<file path="src/hdl/rx_los_pkg.sv">
// Contract
// - Enter loss state after 192 consecutive zero bits on recovered data.
// - Leave loss state after 192 clock periods with no excessive-zero event.
// - Excessive zero is 3+ zeros in T3/STS-1, 4+ zeros in E3.
// - Loss state shown on active-low output signal_absent_n.
// - Analog loss indication squelches recovered data to zeros.
// - No output reports the analog loss indication.
// - During loss, clock source is oscillator if ref_clk_in_low, else transmit clock if ref_clk_in_high, else reference.
// - Clearing window does not start until analog loss deasserts.
// - code_select_n high passes positive and negative rails through.
// - code_select_n low decodes substitutions and ORs rails onto rx_pos_out.
// - In NRZ mode rx_neg_out is held low.
`default_nettype none
package rx_los_pkg;
    localparam logic [7:0] LOS_ZERO_RUN   = 8'hc0;
    localparam logic [7:0] CLEAR_WINDOW   = 8'hc0;
    localparam logic [2:0] EXZ_LEN_T3     = 3'h3;
    localparam logic [2:0] EXZ_LEN_E3     = 3'h4;
    localparam logic [1:0] CLK_SRC_RECOV  = 2'h0;
    localparam logic [1:0] CLK_SRC_REF    = 2'h1;
    localparam logic [1:0] CLK_SRC_TX     = 2'h2;
    localparam logic [1:0] CLK_SRC_OSC    = 2'h3;
endpackage
`default_nettype wire

</file>
<file path="src/hdl/rx_los_and_line_decoder.sv">
`default_nettype none
module rx_los_and_line_decoder
    import rx_los_pkg::*;
(
    input  wire logic ref_clk,
    input  wire logic rstn,
    input  wire logic rec_clk_en,
    input  wire logic rec_pos,
    input  wire logic rec_neg,
    input  wire logic analog_los,
    input  wire logic e3_mode,
    input  wire logic code_select_n,
    input  wire logic ref_clk_in_high,
    input  wire logic ref_clk_in_low,
    output logic      rx_pos_out,
    output logic      rx_neg_out,
    output logic      signal_absent_n,
    output logic [1:0] clk_src_sel
);
    typedef enum logic [0:0] {
        ST_OK   = 1'b0,
        ST_LOSS = 1'b1
    } los_state_t;

    typedef struct packed {
        los_state_t st;
        logic [7:0] zrun;
        logic [7:0] win;
        logic [2:0] zshort;
        logic       pos;
        logic       neg;
        logic       absent_n;
        logic [1:0] src;
    } state_t;
    state_t s_reg, s_next;

    logic sq_pos;
    logic sq_neg;
    logic nrz;
    logic mark;
    logic exz;

    // =========================================================
    // Helpers
    // Counters stop at all ones so that a long zero run cannot wrap round.
    function automatic logic [7:0] inc8_sat(input logic [7:0] v);
        return (v == 8'hff) ? v : v + 8'h1;
    endfunction

    // Zeros that must already precede a zero for it to count as excessive.
    function automatic logic [2:0] exz_prior(input logic e3);
        return (e3 ? EXZ_LEN_E3 : EXZ_LEN_T3) - 3'h1;
    endfunction

    // =========================================================
    // Squelch and decoder
    assign sq_pos = rec_pos & ~analog_los;
    assign sq_neg = rec_neg & ~analog_los;
    assign mark   = sq_pos | sq_neg;
    assign exz    = !mark && (s_reg.zshort >= exz_prior(e3_mode));

    zero_sub_decoder u_dec (
        .ref_clk (ref_clk),
        .rstn    (rstn),
        .bit_en  (rec_clk_en),
        .e3_mode (e3_mode),
        .pos_in  (sq_pos),
        .neg_in  (sq_neg),
        .nrz_out (nrz)
    );

    // =========================================================
    // Loss detector and output formatter
    always_comb begin
        s_next = s_reg;
        if (rec_clk_en) begin
            s_next.zshort = mark ? 3'h0 : (s_reg.zshort == 3'h7 ? 3'h7 : s_reg.zshort + 3'h1);
            s_next.zrun = mark ? 8'h0 : inc8_sat(s_reg.zrun);
            if (code_select_n) begin
                s_next.pos = sq_pos;
                s_next.neg = sq_neg;
            end else begin
                s_next.pos = nrz;
                s_next.neg = 1'b0;
            end
            unique case (s_reg.st)
                ST_OK: begin
                    s_next.win = 8'h0;
                    if (!mark && inc8_sat(s_reg.zrun) >= LOS_ZERO_RUN) begin
                        s_next.st = ST_LOSS;
                    end
                end
                ST_LOSS: begin
                    if (analog_los || exz) begin
                        s_next.win = 8'h0;
                    end else if (inc8_sat(s_reg.win) >= CLEAR_WINDOW) begin
                        s_next.st  = ST_OK;
                        s_next.win = 8'h0;
                        s_next.zrun = 8'h0;
                    end else begin
                        s_next.win = inc8_sat(s_reg.win);
                    end
                end
            endcase
        end
        // The analog loss is a level, so it restarts the window between strobes too.
        if (s_reg.st == ST_LOSS && analog_los) begin
            s_next.win = 8'h0;
        end
        if (!code_select_n) begin
            s_next.neg = 1'b0;
        end
        s_next.absent_n = (s_next.st != ST_LOSS);
        if (s_next.st == ST_LOSS) begin
            s_next.src = ref_clk_in_low ? CLK_SRC_OSC :
                         ref_clk_in_high ? CLK_SRC_TX : CLK_SRC_REF;
        end else begin
            s_next.src = CLK_SRC_RECOV;
        end
    end

    always_ff @(posedge ref_clk) begin
        if (!rstn) begin
            s_reg <= '{st: ST_OK, zrun: 8'h0, win: 8'h0, zshort: 3'h0, pos: 1'b0,
                       neg: 1'b0, absent_n: 1'b1, src: CLK_SRC_RECOV};
        end else begin
            s_reg <= s_next;
        end
    end

    assign rx_pos_out      = s_reg.pos;
    assign rx_neg_out      = s_reg.neg;
    assign signal_absent_n = s_reg.absent_n;
    assign clk_src_sel     = s_reg.src;

    // =========================================================
    // Checks
    property p_enter;
        @(posedge ref_clk) disable iff (!rstn)
        (rec_clk_en && !mark && s_reg.zrun == 8'hbf && s_reg.st == ST_OK)
        |=> (s_reg.st == ST_LOSS) ##1 !signal_absent_n;
    endproperty
    a_enter: assert property (p_enter) else $error("loss not entered");

    property p_clear;
        @(posedge ref_clk) disable iff (!rstn)
        (s_reg.st == ST_LOSS && rec_clk_en && !analog_los && !exz && s_reg.win == 8'hbf)
        |=> s_reg.st == ST_OK;
    endproperty
    a_clear: assert property (p_clear) else $error("loss not cleared");

    property p_hold_analog;
        @(posedge ref_clk) disable iff (!rstn)
        (s_reg.st == ST_LOSS && analog_los) |=> s_reg.st == ST_LOSS && s_reg.win == 8'h0;
    endproperty
    a_hold_analog: assert property (p_hold_analog) else $error("window ran");

    property p_flag;
        @(posedge ref_clk) disable iff (!rstn)
        (signal_absent_n != $past(signal_absent_n)) |-> $past(rec_clk_en);
    endproperty
    a_flag: assert property (p_flag) else $error("flag mismatch");

    property p_neg_low;
        @(posedge ref_clk) disable iff (!rstn)
        !code_select_n |=> !rx_neg_out;
    endproperty
    a_neg_low: assert property (p_neg_low) else $error("neg not low");

    property p_squelch;
        @(posedge ref_clk) disable iff (!rstn)
        (code_select_n && analog_los && rec_clk_en) |=> !rx_pos_out && !rx_neg_out;
    endproperty
    a_squelch: assert property (p_squelch) else $error("not squelched");

    property p_bypass;
        @(posedge ref_clk) disable iff (!rstn)
        (code_select_n && rec_clk_en) |=> rx_pos_out == $past(rec_pos && !analog_los);
    endproperty
    a_bypass: assert property (p_bypass) else $error("bypass wrong");

    property p_src;
        @(posedge ref_clk) disable iff (!rstn)
        (s_next.st == ST_LOSS && ref_clk_in_low) |=> clk_src_sel == CLK_SRC_OSC;
    endproperty
    a_src: assert property (p_src) else $error("clock source wrong");

    property p_no_early;
        @(posedge ref_clk) disable iff (!rstn)
        (s_reg.st == ST_OK && s_reg.zrun < 8'hbf) |=> signal_absent_n;
    endproperty
    a_no_early: assert property (p_no_early) else $error("loss entered early");

    property p_exz;
        @(posedge ref_clk) disable iff (!rstn)
        (s_reg.st == ST_LOSS && rec_clk_en && !mark && s_reg.zshort >= 3'h3)
        |=> s_reg.st == ST_LOSS && s_reg.win == 8'h0;
    endproperty
    a_exz: assert property (p_exz) else $error("zero run ran window");

    property p_src_tx;
        @(posedge ref_clk) disable iff (!rstn)
        (s_next.st == ST_LOSS && !ref_clk_in_low && ref_clk_in_high)
        |=> clk_src_sel == CLK_SRC_TX;
    endproperty
    a_src_tx: assert property (p_src_tx) else $error("transmit source wrong");

    property p_src_ref;
        @(posedge ref_clk) disable iff (!rstn)
        (s_next.st == ST_LOSS && !ref_clk_in_low && !ref_clk_in_high)
        |=> clk_src_sel == CLK_SRC_REF;
    endproperty
    a_src_ref: assert property (p_src_ref) else $error("reference source wrong");

    property p_src_recov;
        @(posedge ref_clk) disable iff (!rstn)
        signal_absent_n |-> clk_src_sel == CLK_SRC_RECOV;
    endproperty
    a_src_recov: assert property (p_src_recov) else $error("source not recovered");

    property p_stand;
        @(posedge ref_clk) disable iff (!rstn)
        !rec_clk_en |=> $stable(rx_pos_out) && $stable(signal_absent_n);
    endproperty
    a_stand: assert property (p_stand) else $error("output moved between strobes");
endmodule // rx_los_and_line_decoder
`default_nettype wire

</file>
<file path="src/hdl/zero_sub_decoder.sv">
`default_nettype none
module zero_sub_decoder
    import rx_los_pkg::*;
(
    input  wire logic ref_clk,
    input  wire logic rstn,
    input  wire logic bit_en,
    input  wire logic e3_mode,
    input  wire logic pos_in,
    input  wire logic neg_in,
    output logic      nrz_out
);
    typedef struct packed {
        logic [3:0] bits;
        logic [3:0] p;
        logic [3:0] n;
        logic       last_pol;
        logic       have_pol;
    } dec_t;
    dec_t s_reg, s_next;

    // Four-bit delay line; a violation at the newest slot clears the pattern.
    always_comb begin
        logic v;
        v = 1'b0;
        s_next = s_reg;
        if (bit_en) begin
            s_next.bits = {s_reg.bits[2:0], pos_in | neg_in};
            s_next.p    = {s_reg.p[2:0], pos_in};
            s_next.n    = {s_reg.n[2:0], neg_in};
            if (pos_in | neg_in) begin
                // The first mark after reset has nothing to be compared against.
                v = s_reg.have_pol && (pos_in == s_reg.last_pol);
                s_next.last_pol = pos_in;
                s_next.have_pol = 1'b1;
            end
            if (v) begin
                if (e3_mode) begin
                    s_next.bits = 4'h0;
                end else begin
                    s_next.bits[2:0] = 3'h0;
                end
            end
        end
    end

    always_ff @(posedge ref_clk) begin
        if (!rstn) begin
            s_reg <= '0;
        end else begin
            s_reg <= s_next;
        end
    end

    assign nrz_out = e3_mode ? s_reg.bits[3] : s_reg.bits[2];
endmodule // zero_sub_decoder
`default_nettype wire

</file>
<file path="config.mk">
export PLATFORM = sky130hd
export DESIGN_NAME = rx_los_and_line_decoder
export DESIGN_NICKNAME = d
export VERILOG_FILES = /design/src/hdl/rx_los_pkg.sv /design/src/hdl/rx_los_and_line_decoder.sv /design/src/hdl/zero_sub_decoder.sv
export SDC_FILE = /design/constraint.sdc
export NUM_CORES = 1
export LEC_CHECK = 0
export BUFFER_PORTS_ARGS = -buffer_cell sky130_fd_sc_hd__buf_4
export CAP_MARGIN = 10
export CORE_ASPECT_RATIO = 0.5
export CORE_MARGIN = 10
export CORE_UTILIZATION = 52
export DETAILED_ROUTE_END_ITERATION = 7
export GPL_ROUTABILITY_DRIVEN = 0
export PLACE_DENSITY = 0.85
export SYNTH_ARGS = -nofsm -noshare
export SYNTH_HDL_FRONTEND = slang
export SYNTH_SLANG_ARGS = --single-unit
export TNS_END_PERCENT = 30
</file>
<file path="constraint.sdc">
create_clock -name ref_clk -period 2.1 [get_ports ref_clk]
set_clock_uncertainty 0.15 [all_clocks]
set_input_delay 0.63 -clock ref_clk [delete_from_list [all_inputs] [get_ports ref_clk]]
set_output_delay 0.63 -clock ref_clk [all_outputs]
set_load 0.01 [all_outputs]
</file>
# [Word level (Yosys, flattened, before mapping)]
# Index checks and enable logic that the tools add are counted.
# W data, S select, Z words.
[op_classes] add_sub_neg=4 magnitude_cmp=3 eq_ne=4 muxes=23 n_bitwise=7 n_reduce_logical=10
[op_table] operator="$mux W8" n=6
[op_table] operator="$mux W22" n=1
[op_table] operator="$mux W9" n=2
[op_table] operator="$add A8 B1 Y8 const B" n=2
[op_table] operator="$eq A8 B8 Y1 const B" n=2
[op_table] operator="$ge A8 B8 Y1 const B" n=2
[op_table] operator="$pmux W8 S2" n=1
[op_table] operator="$mux W3" n=3
[op_table] operator="$mux W2" n=3
[op_table] operator="$reduce_and A2 Y1" n=3
[op_table] operator="$mux W1" n=5
[op_table] operator="$logic_and A1 B1 Y1" n=4
[op_table] operator="$mux W4" n=1
[op_table] operator="$not A1 Y1" n=4
[op_table] operator="$add A3 B1 Y3 const B" n=1
[op_table] operator="$eq A3 B3 Y1 const B" n=1
[op_table] operator="$ge A3 B3 Y1" n=1
[op_table] operator="$sub A3 B1 Y3 const B" n=1
[op_table] operator="$and A1 B1 Y1" n=2
[op_table] operator="$pmux W1 S2" n=1
[op_table] operator="$reduce_or A2 Y1" n=1
[op_table] operator="$eq A1 B1 Y1" n=1
[op_table] operator="$logic_not A1 Y1" n=1
[op_table] operator="$logic_or A1 B1 Y1" n=1
[op_table] operator="$or A1 B1 Y1" n=1
[word_totals] reg_bits=31 in_bits=10 out_inout_bits=5 word_cells=62

# [Logic depth before layout (Yosys ltp)]
# Gate-level depths: netlist of the first run.
[logic_depth] ltp_word=10 ltp_mapped=8

# [By module]
# A second synthesis of the first run with hierarchy kept.
[hier_totals] cells_unflattened=207 area_unflattened_um2=1755.4
[modules_own_cells] mod="rx_los_and_line_decoder" n_inst=1 cells_per_inst=177 area_each_um2=1470.2 seq_area_each_um2=500.5
[modules_own_cells] mod="zero_sub_decoder" n_inst=1 cells_per_inst=30 area_each_um2=285.3 seq_area_each_um2=120.1

# [Worst setup path after synthesis of the first run]
# OpenSTA, ideal clock, no wires.
[synth_timing] kind="input-to-reg" startpoint="input port e3_mode" endpoint="register s_reg[22] (netlist bit)" setup_time_ns=0.117 arrival_ns=1.987 path_slack_ns=-0.154 path_stages=6 cell_sequence="ha_1 -> nand2b_1 -> a2111oi_0 -> a31oi_1 -> a31oi_1 -> nor2_1"
[synth_via] elab_chain_cells=7
[synth_rtl] element="start, declared" line="rx_los_and_line_decoder.sv:11" rtl="input wire logic e3_mode,"
[synth_rtl] element="$mux W3" line="rx_los_and_line_decoder.sv:52" rtl="return (e3 ? EXZ_LEN_E3 : EXZ_LEN_T3) - 3'h1;"
[synth_rtl] element="$sub A3 B1 Y3" line="rx_los_and_line_decoder.sv:52"
[synth_rtl] element="$ge A3 B3 Y1" line="rx_los_and_line_decoder.sv:60" rtl="assign exz = !mark && (s_reg.zshort >= exz_prior(e3_mode));"
[synth_rtl] element="$logic_and A1 B1 Y1" line="rx_los_and_line_decoder.sv:60"
[synth_rtl] element="$logic_or A1 B1 Y1" line="rx_los_and_line_decoder.sv:94" rtl="if (analog_los || exz) begin"
[synth_rtl] element="$mux W9" line="rx_los_and_line_decoder.sv:94"
[synth_rtl] element="$mux W8" line="rx_los_and_line_decoder.sv:86" rtl="unique case (s_reg.st)"
[synth_rtl] element="end signal, assigned" line="rx_los_and_line_decoder.sv:124" rtl="s_reg <= '{st: ST_OK, zrun: 8'h0, win: 8'h0, zshort: 3'h0, pos: 1'b0,"
[synth_rtl] element="end signal, assigned" line="rx_los_and_line_decoder.sv:127" rtl="s_reg <= s_next;"
[synth_rtl] element="end, declared" line="rx_los_and_line_decoder.sv:35" rtl="state_t s_reg, s_next;"
# No other way between the ends.
# A chain may end at the register's enable or synchronous reset.

# [Final worst setup path of the first run]
[layout_timing] startpoint="register s_reg[5] (netlist bit)" endpoint="register s_reg[12] (netlist bit)"
[layout_via] elab_chain_cells=5
[layout_rtl] element="$ge A3 B3 Y1" line="rx_los_and_line_decoder.sv:60"
[layout_rtl] element="$logic_and A1 B1 Y1" line="rx_los_and_line_decoder.sv:60"
[layout_rtl] element="$logic_or A1 B1 Y1" line="rx_los_and_line_decoder.sv:94"
[layout_rtl] element="$mux W8" line="rx_los_and_line_decoder.sv:94"
[layout_rtl] element="$pmux W8 S2" line="rx_los_and_line_decoder.sv:86"
# No other way between the ends.

==> results of run 1 <==
report_power, final:
group          internal (uW)  switching [uW]
Sequential               597            9.11
Clock                    299             221
Combinational           55.3            60.4
Total                    951             291
cell families after synthesis:
| family | count (synthesis) | synth area share, % |
|---|---|---|
| DFF | 31 | 37.3 |
| AOI/OAI and AO/OA | 61 | 25.2 |
| and+or+nand+nor | 85 | 24.5 |
| muxes | 5 | 3.01 |
| adders and majority gates | 4 | 3.01 |
| buffers and inverters | 21 | 5.48 |
| xor gates and xnor gates | 3 | 1.58 |
cell type report:
type	count	area (um2)	share of cell area, %
Multi-Input combinational cell	158	996	49.1
Timing Repair Buffer	28	214	10.5
Clock buffer	8	100	4.94
Sequential cell	31	627	30.9
Tap cell	40	50.0	2.47
Inverter	11	41.3	2.04
path summary, 6_finish.rpt:
path	cells after the start	startpoint	to
setup / recovery	8	s_reg[5]	s_reg[12]
hold / removal	2	rx_neg_out	rx_neg_out
setup reg to reg	8	s_reg[5]	s_reg[12]
hold reg to reg	2	rx_neg_out	rx_neg_out
timing repair:
action,CTS,global route
gates cloned,0,0
endpoints found under the setup margin,1,12
pin swaps,0,3
buffers inserted,0,1
gates resized for setup,1,6
per-layer routing:
metal	up-vias	routed length (um)	part of all wire, %	GRT usage [%]
met2	61	1770	47	20.3
met3	7	221	5.9	3.68
met5	-	0	0	0
met4	0	55	1.5	6.00
li1	794	-	-	-
met1	723	1720	46	14.1
cells in the mapped netlist (all sizes together) (2+ instances only):
master / number
dfxtp: 31
nand2: 29
a21oi: 18
nor2: 16
nand3: 15
o21ai: 13
inv: 10
nor2b: 8
a22oi: 6
clkbuf: 6
a31oi: 5
mux2i: 5
buf: 4
ha: 4
and3: 3
nand2b: 3
a2111oi: 2
a21o: 2
nor3b: 2
o21a: 2
or2: 2
xnor2: 2
worst reg2reg max path: cells and delay by family (launching register included):
| family | cells | cell delay [ns] |
|---|---|---|
| compound gates | 3 | 0.71 |
| flops | 1 | 0.36 |
| buf+inv | 2 | 0.26 |
| fa+ha+maj | 1 | 0.23 |
| simple gates | 2 | 0.23 |
metrics by stage:
stage / instances / worst slack [ns]
2_1_floorplan: 210 / 0.00787
3_3_place_gp: 267 / -0.150
3_5_place_dp: 267 / -0.216
4_1_cts: 275 / 0.00837
5_1_grt: 276 / 0.00259
6_report: 276 / 0.0773
==> impl_metrics.py, run 1 <==
metrics = {
    "pwr": {
        "totalPowerFinal_uw": 1240,
        "p_leak_uw": 0.000757,
        "ir_worst_vdd_mv": 0.426,
        "p_per_area_nw_per_um2": 612,
    },
    "layout": {
        "layout.nets": 249,
        "antenna_cells": 0,
        "final_cell_mix": "nand2_1 (29), dfxtp_1 (28), buf_4 (27)",
        "largest_reg_flops": 20,
        "fin_area_um2": 2030,
        "drive_above_1_share_pct": 21.2,
        "syn_to_final_growth_pct": 21.8,
        "final_common_cell": "nand2_1",
        "final_core_utilization_pct": 66.9,
        "fillCellCount": 247,
    },
    "synth": {
        "synth_edf_count": 0,
        "synth_cells": 210,
        "synth.largest_area_cell": "dfxtp_1",
        "synth_seq_area_share_pct": 37.3,
        "synth_top_area_share_pct": 37.3,
        "netlist-cell-type-count": 47,
        "ys.flop_type": "dfxtp_1",
        "netlist_area_um2": 1670,
        "syn_nets": 224,
        "async_reset_ff_share_pct": 0,
        "ys_ff_latch": 31,
        "ys.warnings.count": 0,
        "avgSynthCellArea_um2": 7.93,
        "yosys-top-cells-area": "dfxtp_1 (37%), nand2_1 (6.5%), a21oi_1 (5.4%)",
    },
    "timing": {
        "period_share_pct": 96.3,
        "rsz0062_at_grt": "no",
        "setup_viol": 0,
        "slew_headroom_pct": 73.8,
        "min_period_ns": 2.02,
        "tightest_slew_ns": 0.392,
        "report.final.slew_viol_count": 0,
        "clock.fmax_mhz": 494,
        "final-hold-violation-count": 0,
        "finalSetupTns_ns": 0,
        "timing.hold.ws_ns": 0.321,
    },
    "grt": {
        "grt_pass1_wl_mm": 5.98,
        "grt_pass1_vias": 1369,
        "gr-total-overflow": 0,
        "grt_max_degree": 20,
        "grt_antenna_before_repair": 0,
        "grt_use_total_pct": 12.2,
    },
    "critical_path": {
        "arrival_ns": 2.08,
        "endpoint_kind": "flop",
        "crit_path_max_fanout": 10,
        "cp_slowest_cell": "dfxtp_2",
        "cpLargestDelayFamily": "compound AO/OA/AOI/OAI gates",
        "rrSetupSlack_ns": 0.08,
        "slowest_delay_ns": 0.36,
        "criticalPathCategory": "flop to flop",
        "worst-path-buf-inv": 2,
        "required_ns": 2.16,
        "crit_chain": "inv_1 -> ha_4 -> nand2b_4 -> a21o_1 -> a221oi_4 -> buf_6 -> nand3_1 -> a31oi_1",
        "critPathLaunchType": "flop",
    },
    "detailed_routing": {
        "ant_nets": 0,
        "drt-initial-drc-count": 144,
        "wire_per_inst_um": 13.6,
        "first_pass_iters": 5,
        "drt-vias-per-instance": 5.74,
        "vias": 1585,
        "totalWireLength_mm": 3.77,
        "drc": 0,
    },
    "floorplan": {
        "core_um2": 3030,
        "die_h_um": 60.0,
        "die-width_um": 100,
        "io_pins": 15,
        "dieArea_um2": 6000,
        "fp-row-count": 14,
        "initial_utilization_pct": 55.0,
    },
    "clock_network": {
        "holdBufCountCts": 0,
        "cts-root-buf": "clkbuf_8",
        "cts_max_level": 2,
        "clock_sinks": 31,
        "path_clk_slew_ns": 0.07,
        "insertion_delay_ns": 0.29,
        "clk_path_buf_depth": 2,
        "numCtsBuffers": 5,
        "cts_tree": "done",
    },
    "placed_design": {
        "dpl.hpwl_mm": 2.74,
        "portBuffers": 14,
        "postPlaceCellArea_um2": 1900,
    },
    "run": {
        "drv_cap": 0,
    },
    "min_path": {
        "hp-class": "flop to flop",
    },
    "run_status": {
        "status": "complete, no violations",
    },
}
Power figures use the tool's default switching activity.
==> run 2: changes to the inputs <==
Settings changed: CORE_UTILIZATION 52 to 55, CTS_BUF_LIST set to sky130_fd_sc_hd__clkbuf_8, PLACE_DENSITY 0.85 to 0.89.
==> run 2 against run 1 <==
Compared with the run above: die area fell by 4.0%; cell count fell by 1.4%; power fell by 3.4%; maximum frequency fell by 0.75%; highest routed layer unchanged; clock-buffer cell count fell by 2; critical path type unchanged; global-route usage rose by 1.5 points; critical path depth fell by 2; hold slack got worse by 0.0087 ns; combinational power barely moved.
==> impl_metrics.py, run 2 (synthesis gave the netlist of run 1 again) <==
metrics = {
    "layout": {
        "antenna_cells": 0,
        "layout.nets": 249,
        "final_cells": 272,
        "fillCellCount": 190,
        "regArea_um2": 628,
        "syn_to_final_growth_pct": 20.9,
        "final_cell_mix": "nand2_1 (29), dfxtp_1 (27), buf_4 (27)",
        "final_core_utilization_pct": 73.7,
        "fin_area_um2": 2010,
        "largest_reg_flops": 20,
        "drive_above_1_share_pct": 21.7,
        "final_common_cell": "nand2_1",
        "multi_input_area_um2": 996,
    },
    "timing": {
        "slew_headroom_pct": 73.1,
        "min_period_ns": 2.04,
        "final-hold-violation-count": 0,
        "period_share_pct": 97.0,
        "clock.fmax_mhz": 491,
        "report.final.slew_viol_count": 0,
        "finalSetupTns_ns": 0,
        "tightest_slew_ns": 0.399,
        "setup_viol": 0,
    },
    "grt": {
        "grt_antenna_before_repair": 0,
        "grt_use_total_pct": 13.7,
        "grt_pass1_vias": 1530,
        "grt_max_degree": 17,
        "grt_pass1_wl_mm": 6.62,
        "gr-total-overflow": 0,
    },
    "detailed_routing": {
        "drt-vias-per-instance": 5.87,
        "drt-initial-drc-count": 109,
        "drc": 0,
        "totalWireLength_mm": 4.03,
        "wire_per_inst_um": 14.8,
        "ant_nets": 0,
        "first_pass_iters": 4,
        "vias": 1597,
    },
    "placed_design": {
        "dp.cells": 264,
        "portBuffers": 14,
        "dpl.hpwl_mm": 2.75,
        "postPlaceCellArea_um2": 1890,
    },
    "clock_network": {
        "path_clk_slew_ns": 0.06,
        "clock_sinks": 31,
        "cts-root-buf": "clkbuf_8",
        "cts_tree": "done",
        "numCtsBuffers": 5,
        "insertion_delay_ns": 0.29,
        "cts_max_level": 2,
        "clk_path_buf_depth": 2,
    },
    "critical_path": {
        "r2r-end": "s_reg[13]",
        "required_ns": 2.17,
        "endpoint_kind": "flop",
        "critPathLaunchType": "flop",
        "crit_path_max_fanout": 10,
        "rrSetupSlack_ns": 0.06,
        "criticalPathCategory": "flop to flop",
        "rr_worst_depth": 6,
        "r2r_start": "s_reg[13]",
        "arrival_ns": 2.11,
        "startpoint": "s_reg[13]",
    },
    "run": {
        "drv_cap": 0,
    },
    "pwr": {
        "p_per_area_nw_per_um2": 596,
        "p_leak_uw": 0.000753,
        "ir_worst_vdd_mv": 0.450,
    },
    "floorplan": {
        "die_h_um": 58.9,
        "io_pins": 15,
        "dieArea_um2": 5760,
        "initial_utilization_pct": 60.9,
        "core_um2": 2730,
        "fp-row-count": 13,
        "die-width_um": 97.8,
    },
    "min_path": {
        "hp-class": "flop to flop",
        "holdCritStartpoint": "rx_neg_out",
        "hold_depth": 2,
        "holdPathEnd": "rx_neg_out",
    },
    "run_status": {
        "status": "complete, no violations",
    },
}
[run 2: power by group]
group | total [uW] | switching (uW) | internal, uW
clock | 476 | 220 | 257
combinational | 118 | 62.4 | 55.4
sequential | 606 | 8.81 | 597
[run 2: through the flow]
step	setup WS [ns]	hold slack, ns	power [uW]
finish	0.0620	0.312	1200
global route	-0.0242	0.347	1240
CTS	0.00914	0.318	1200
detailed placement	-0.197	0.304	734
global placement	-0.137	0.295	730
floorplan	0.00787	0.300	687
[run 2: repair_timing]
action	in CTS	in global routing
gates resized for setup	1	7
endpoints found under the setup margin	1	11
pin swaps	0	3
setup buffers	0	1
hold buffers	0	0
[run 2: routing by layer]
layer	vias to the layer above	track usage, %	share of wire (%)
li1	794	-	-
met1	748	14.8	46
met2	46	24.9	48
met3	9	3.61	4.9
met4	0	6.79	1.6
met5	-	0	0
[run 2: worst max-delay path by stage]
| stage | end | slack, ns | cells after the start |
|---|---|---|---|
| CTS | s_reg[10] | 0.009 | 7 |
| global route | s_reg[10] | -0.02 | 6 |
| detailed placement | s_reg[22] | -0.20 | 7 |
| global placement | s_reg[22] | -0.14 | 7 |
| floorplan | s_reg[14] | 0.008 | 6 |
| finish | s_reg[13] | 0.06 | 6 |
[run 2: critical path, stage by stage, from the launching register on]
cell and delay [ns]:
dfxtp_1 0.41, nand4_1 0.21, a2111o_1 0.42, a221oi_4 0.33, buf_6 0.19, nand3_1 0.10
a31oi_1 0.16
[run 2: cell type report]
class	instances	area share, %
Clock buffer	6	4.10
Timing Repair Buffer	28	10.6
Sequential cell	31	31.2
Clock inverter	1	0.249
Multi-Input combinational cell	158	49.5
Tap cell	37	2.30
Inverter	11	2.05
==> run 3: changes to the inputs <==
Settings changed: CORE_MARGIN 10 to not set.
==> run 3 against run 2 <==
Compared with the run above: utilization rose by 1.9 points; cell count rose by 2.2%; combinational power rose by 8%; clock power fell by 2%; final area rose by 2.6%; largest cell class unchanged.
==> impl_metrics.py, run 3 (synthesis gave the netlist of run 1 again) <==
metrics = {
    "pwr": {
        "p_per_area_nw_per_um2": 581,
        "combPwrFrac_pct": 10.7,
        "ir_worst_vdd_mv": 0.357,
        "intPower_uw": 912,
        "swShare_pct": 24.0,
        "seqPwrFrac_pct": 50.4,
        "pwr-share-clk_pct": 38.9,
        "switchingPower_uw": 288,
        "p_leak_uw": 0.000789,
    },
    "timing": {
        "setup_viol": 0,
        "min_period_ns": 2.06,
        "timing.hold.ws_ns": 0.313,
        "period_share_pct": 97.9,
        "report.final.slew_viol_count": 0,
        "slew_headroom_pct": 70.7,
        "rsz0062_at_grt": "yes",
        "fin_ws_ns": 0.0438,
        "final-hold-violation-count": 0,
        "tightest_slew_ns": 0.438,
        "clock.fmax_mhz": 486,
    },
    "detailed_routing": {
        "drc": 0,
        "drt-initial-drc-count": 123,
        "drt-vias-per-instance": 5.97,
        "ant_nets": 0,
        "totalWireLength_mm": 4.23,
        "vias": 1660,
        "wire_per_inst_um": 15.2,
        "first_pass_iters": 5,
    },
    "layout": {
        "final_common_cell": "buf_4",
        "final_core_utilization_pct": 75.6,
        "syn_to_final_growth_pct": 24.0,
        "largest_reg_flops": 20,
        "antenna_cells": 0,
        "final_cell_mix": "buf_4 (31), nand2_1 (29), dfxtp_1 (28)",
        "final_cells": 278,
        "layout.nets": 255,
        "drive_above_1_share_pct": 24.1,
    },
    "placed_design": {
        "dp.cells": 268,
        "dpl.hpwl_mm": 2.74,
        "dpl_worst_slack_ns": -0.199,
        "portBuffers": 14,
    },
    "critical_path": {
        "startpoint": "s_reg[9]",
        "cpLargestDelayFamily": "compound AO/OA/AOI/OAI gates",
        "critPathLaunchType": "flop",
        "rrSetupSlack_ns": 0.04,
        "endpoint_kind": "flop",
        "r2r-end": "s_reg[15]",
        "worst-path-buf-inv": 1,
        "rr_worst_depth": 7,
        "worst-path-stages": 7,
        "crit_path_max_fanout": 5,
        "r2r_start": "s_reg[9]",
        "arrival_ns": 2.11,
        "criticalPathCategory": "flop to flop",
        "crit_chain": "ha_4 -> nor3b_2 -> a2111o_1 -> a221oi_4 -> buf_2 -> nand3_1 -> a21oi_1",
        "setup.worst_path.end": "s_reg[15]",
        "slowest_delay_ns": 0.44,
        "cp_slowest_cell": "a2111o_1",
        "required_ns": 2.15,
    },
    "clock_network": {
        "cts_max_level": 2,
        "clk_path_buf_depth": 2,
        "insertion_delay_ns": 0.27,
        "path_clk_slew_ns": 0.06,
        "cts-root-buf": "clkbuf_8",
        "cts_tree": "done",
        "numCtsBuffers": 5,
        "clock_sinks": 31,
        "holdBufCountCts": 0,
    },
    "run_status": {
        "status": "complete, no violations",
    },
    "floorplan": {
        "fp-row-count": 13,
        "initial_utilization_pct": 60.9,
        "dieArea_um2": 3270,
        "die_h_um": 40.9,
        "die-width_um": 79.8,
        "core_um2": 2730,
        "io_pins": 15,
    },
    "grt": {
        "grt_pass1_vias": 1346,
        "grt_max_degree": 17,
        "grt_use_total_pct": 26.1,
        "gr-total-overflow": 0,
        "grt_antenna_before_repair": 0,
        "grt_pass1_wl_mm": 6.03,
    },
    "run": {
        "drv_cap": 0,
    },
    "min_path": {
        "hp-class": "flop to flop",
    },
}
run 3: worst min path at each step:
stage,startpoint,end,depth (start not counted)
after floorplan,u_dec.s_reg[13],u_dec.s_reg[13],2
after global placement,rx_neg_out,rx_neg_out,2
after detailed placement,rx_neg_out,rx_neg_out,2
after CTS,rx_neg_out,rx_neg_out,2
after global routing,rx_neg_out,rx_neg_out,2
final,rx_neg_out,rx_neg_out,2
run 3: what timing repair did:
item / in CTS / in global routing
gates cloned: 0 / 1
setup buffers: 0 / 2
pin swaps: 0 / 10
endpoints found under the setup margin: 2 / 11
gates resized for setup: 2 / 9
run 3: power groups by stage:
stage	logic [uW]	clock network [uW]	registers (uW)
5_1_grt	137	508	606
2_1_floorplan	69.0	0	618
4_1_cts	121	473	606
3_5_place_dp	119	0	620
6_report	128	466	605
3_3_place_gp	114	0	619
run 3: tightest hold or removal path: cells and delay by family (launching register included):
kind	cells	cell delay (ns)
simple gates	1	0.06
flops	1	0.31
compound gates	1	0.05
run 3: layout make-up:
| cell class | instances | area, um2 |
|---|---|---|
| clock buffers | 6 | 82.6 |
| clock inverters | 1 | 5.00 |
| fillers | 199 | 667 |
| inverters | 11 | 41.3 |
| multi-input cells | 158 | 1000 |
| flip-flops and latches | 31 | 629 |
| well taps | 37 | 46.3 |
| repair buffers | 34 | 260 |
run 3: through the flow:
| step | power [uW] | setup TNS, ns | instance area [um2] |
|---|---|---|---|
| 2_1_floorplan | 687 | 0 | 1700 |
| 3_3_place_gp | 733 | -1.77 | 1920 |
| 3_5_place_dp | 738 | -2.27 | 1920 |
| 4_1_cts | 1200 | 0 | 2020 |
| 5_1_grt | 1250 | -0.0889 | 2070 |
| 6_report | 1200 | 0 | 2070 |
run 3: metal layers:
metal / GRT usage (%) / up-vias / part of all wire [%]
li1: - / 810 / -
met4: 11.6 / 0 / 2.2
met1: 30.0 / 761 / 43
met2: 48.1 / 77 / 47
met5: 0 / - / 0
met3: 7.56 / 12 / 7.4
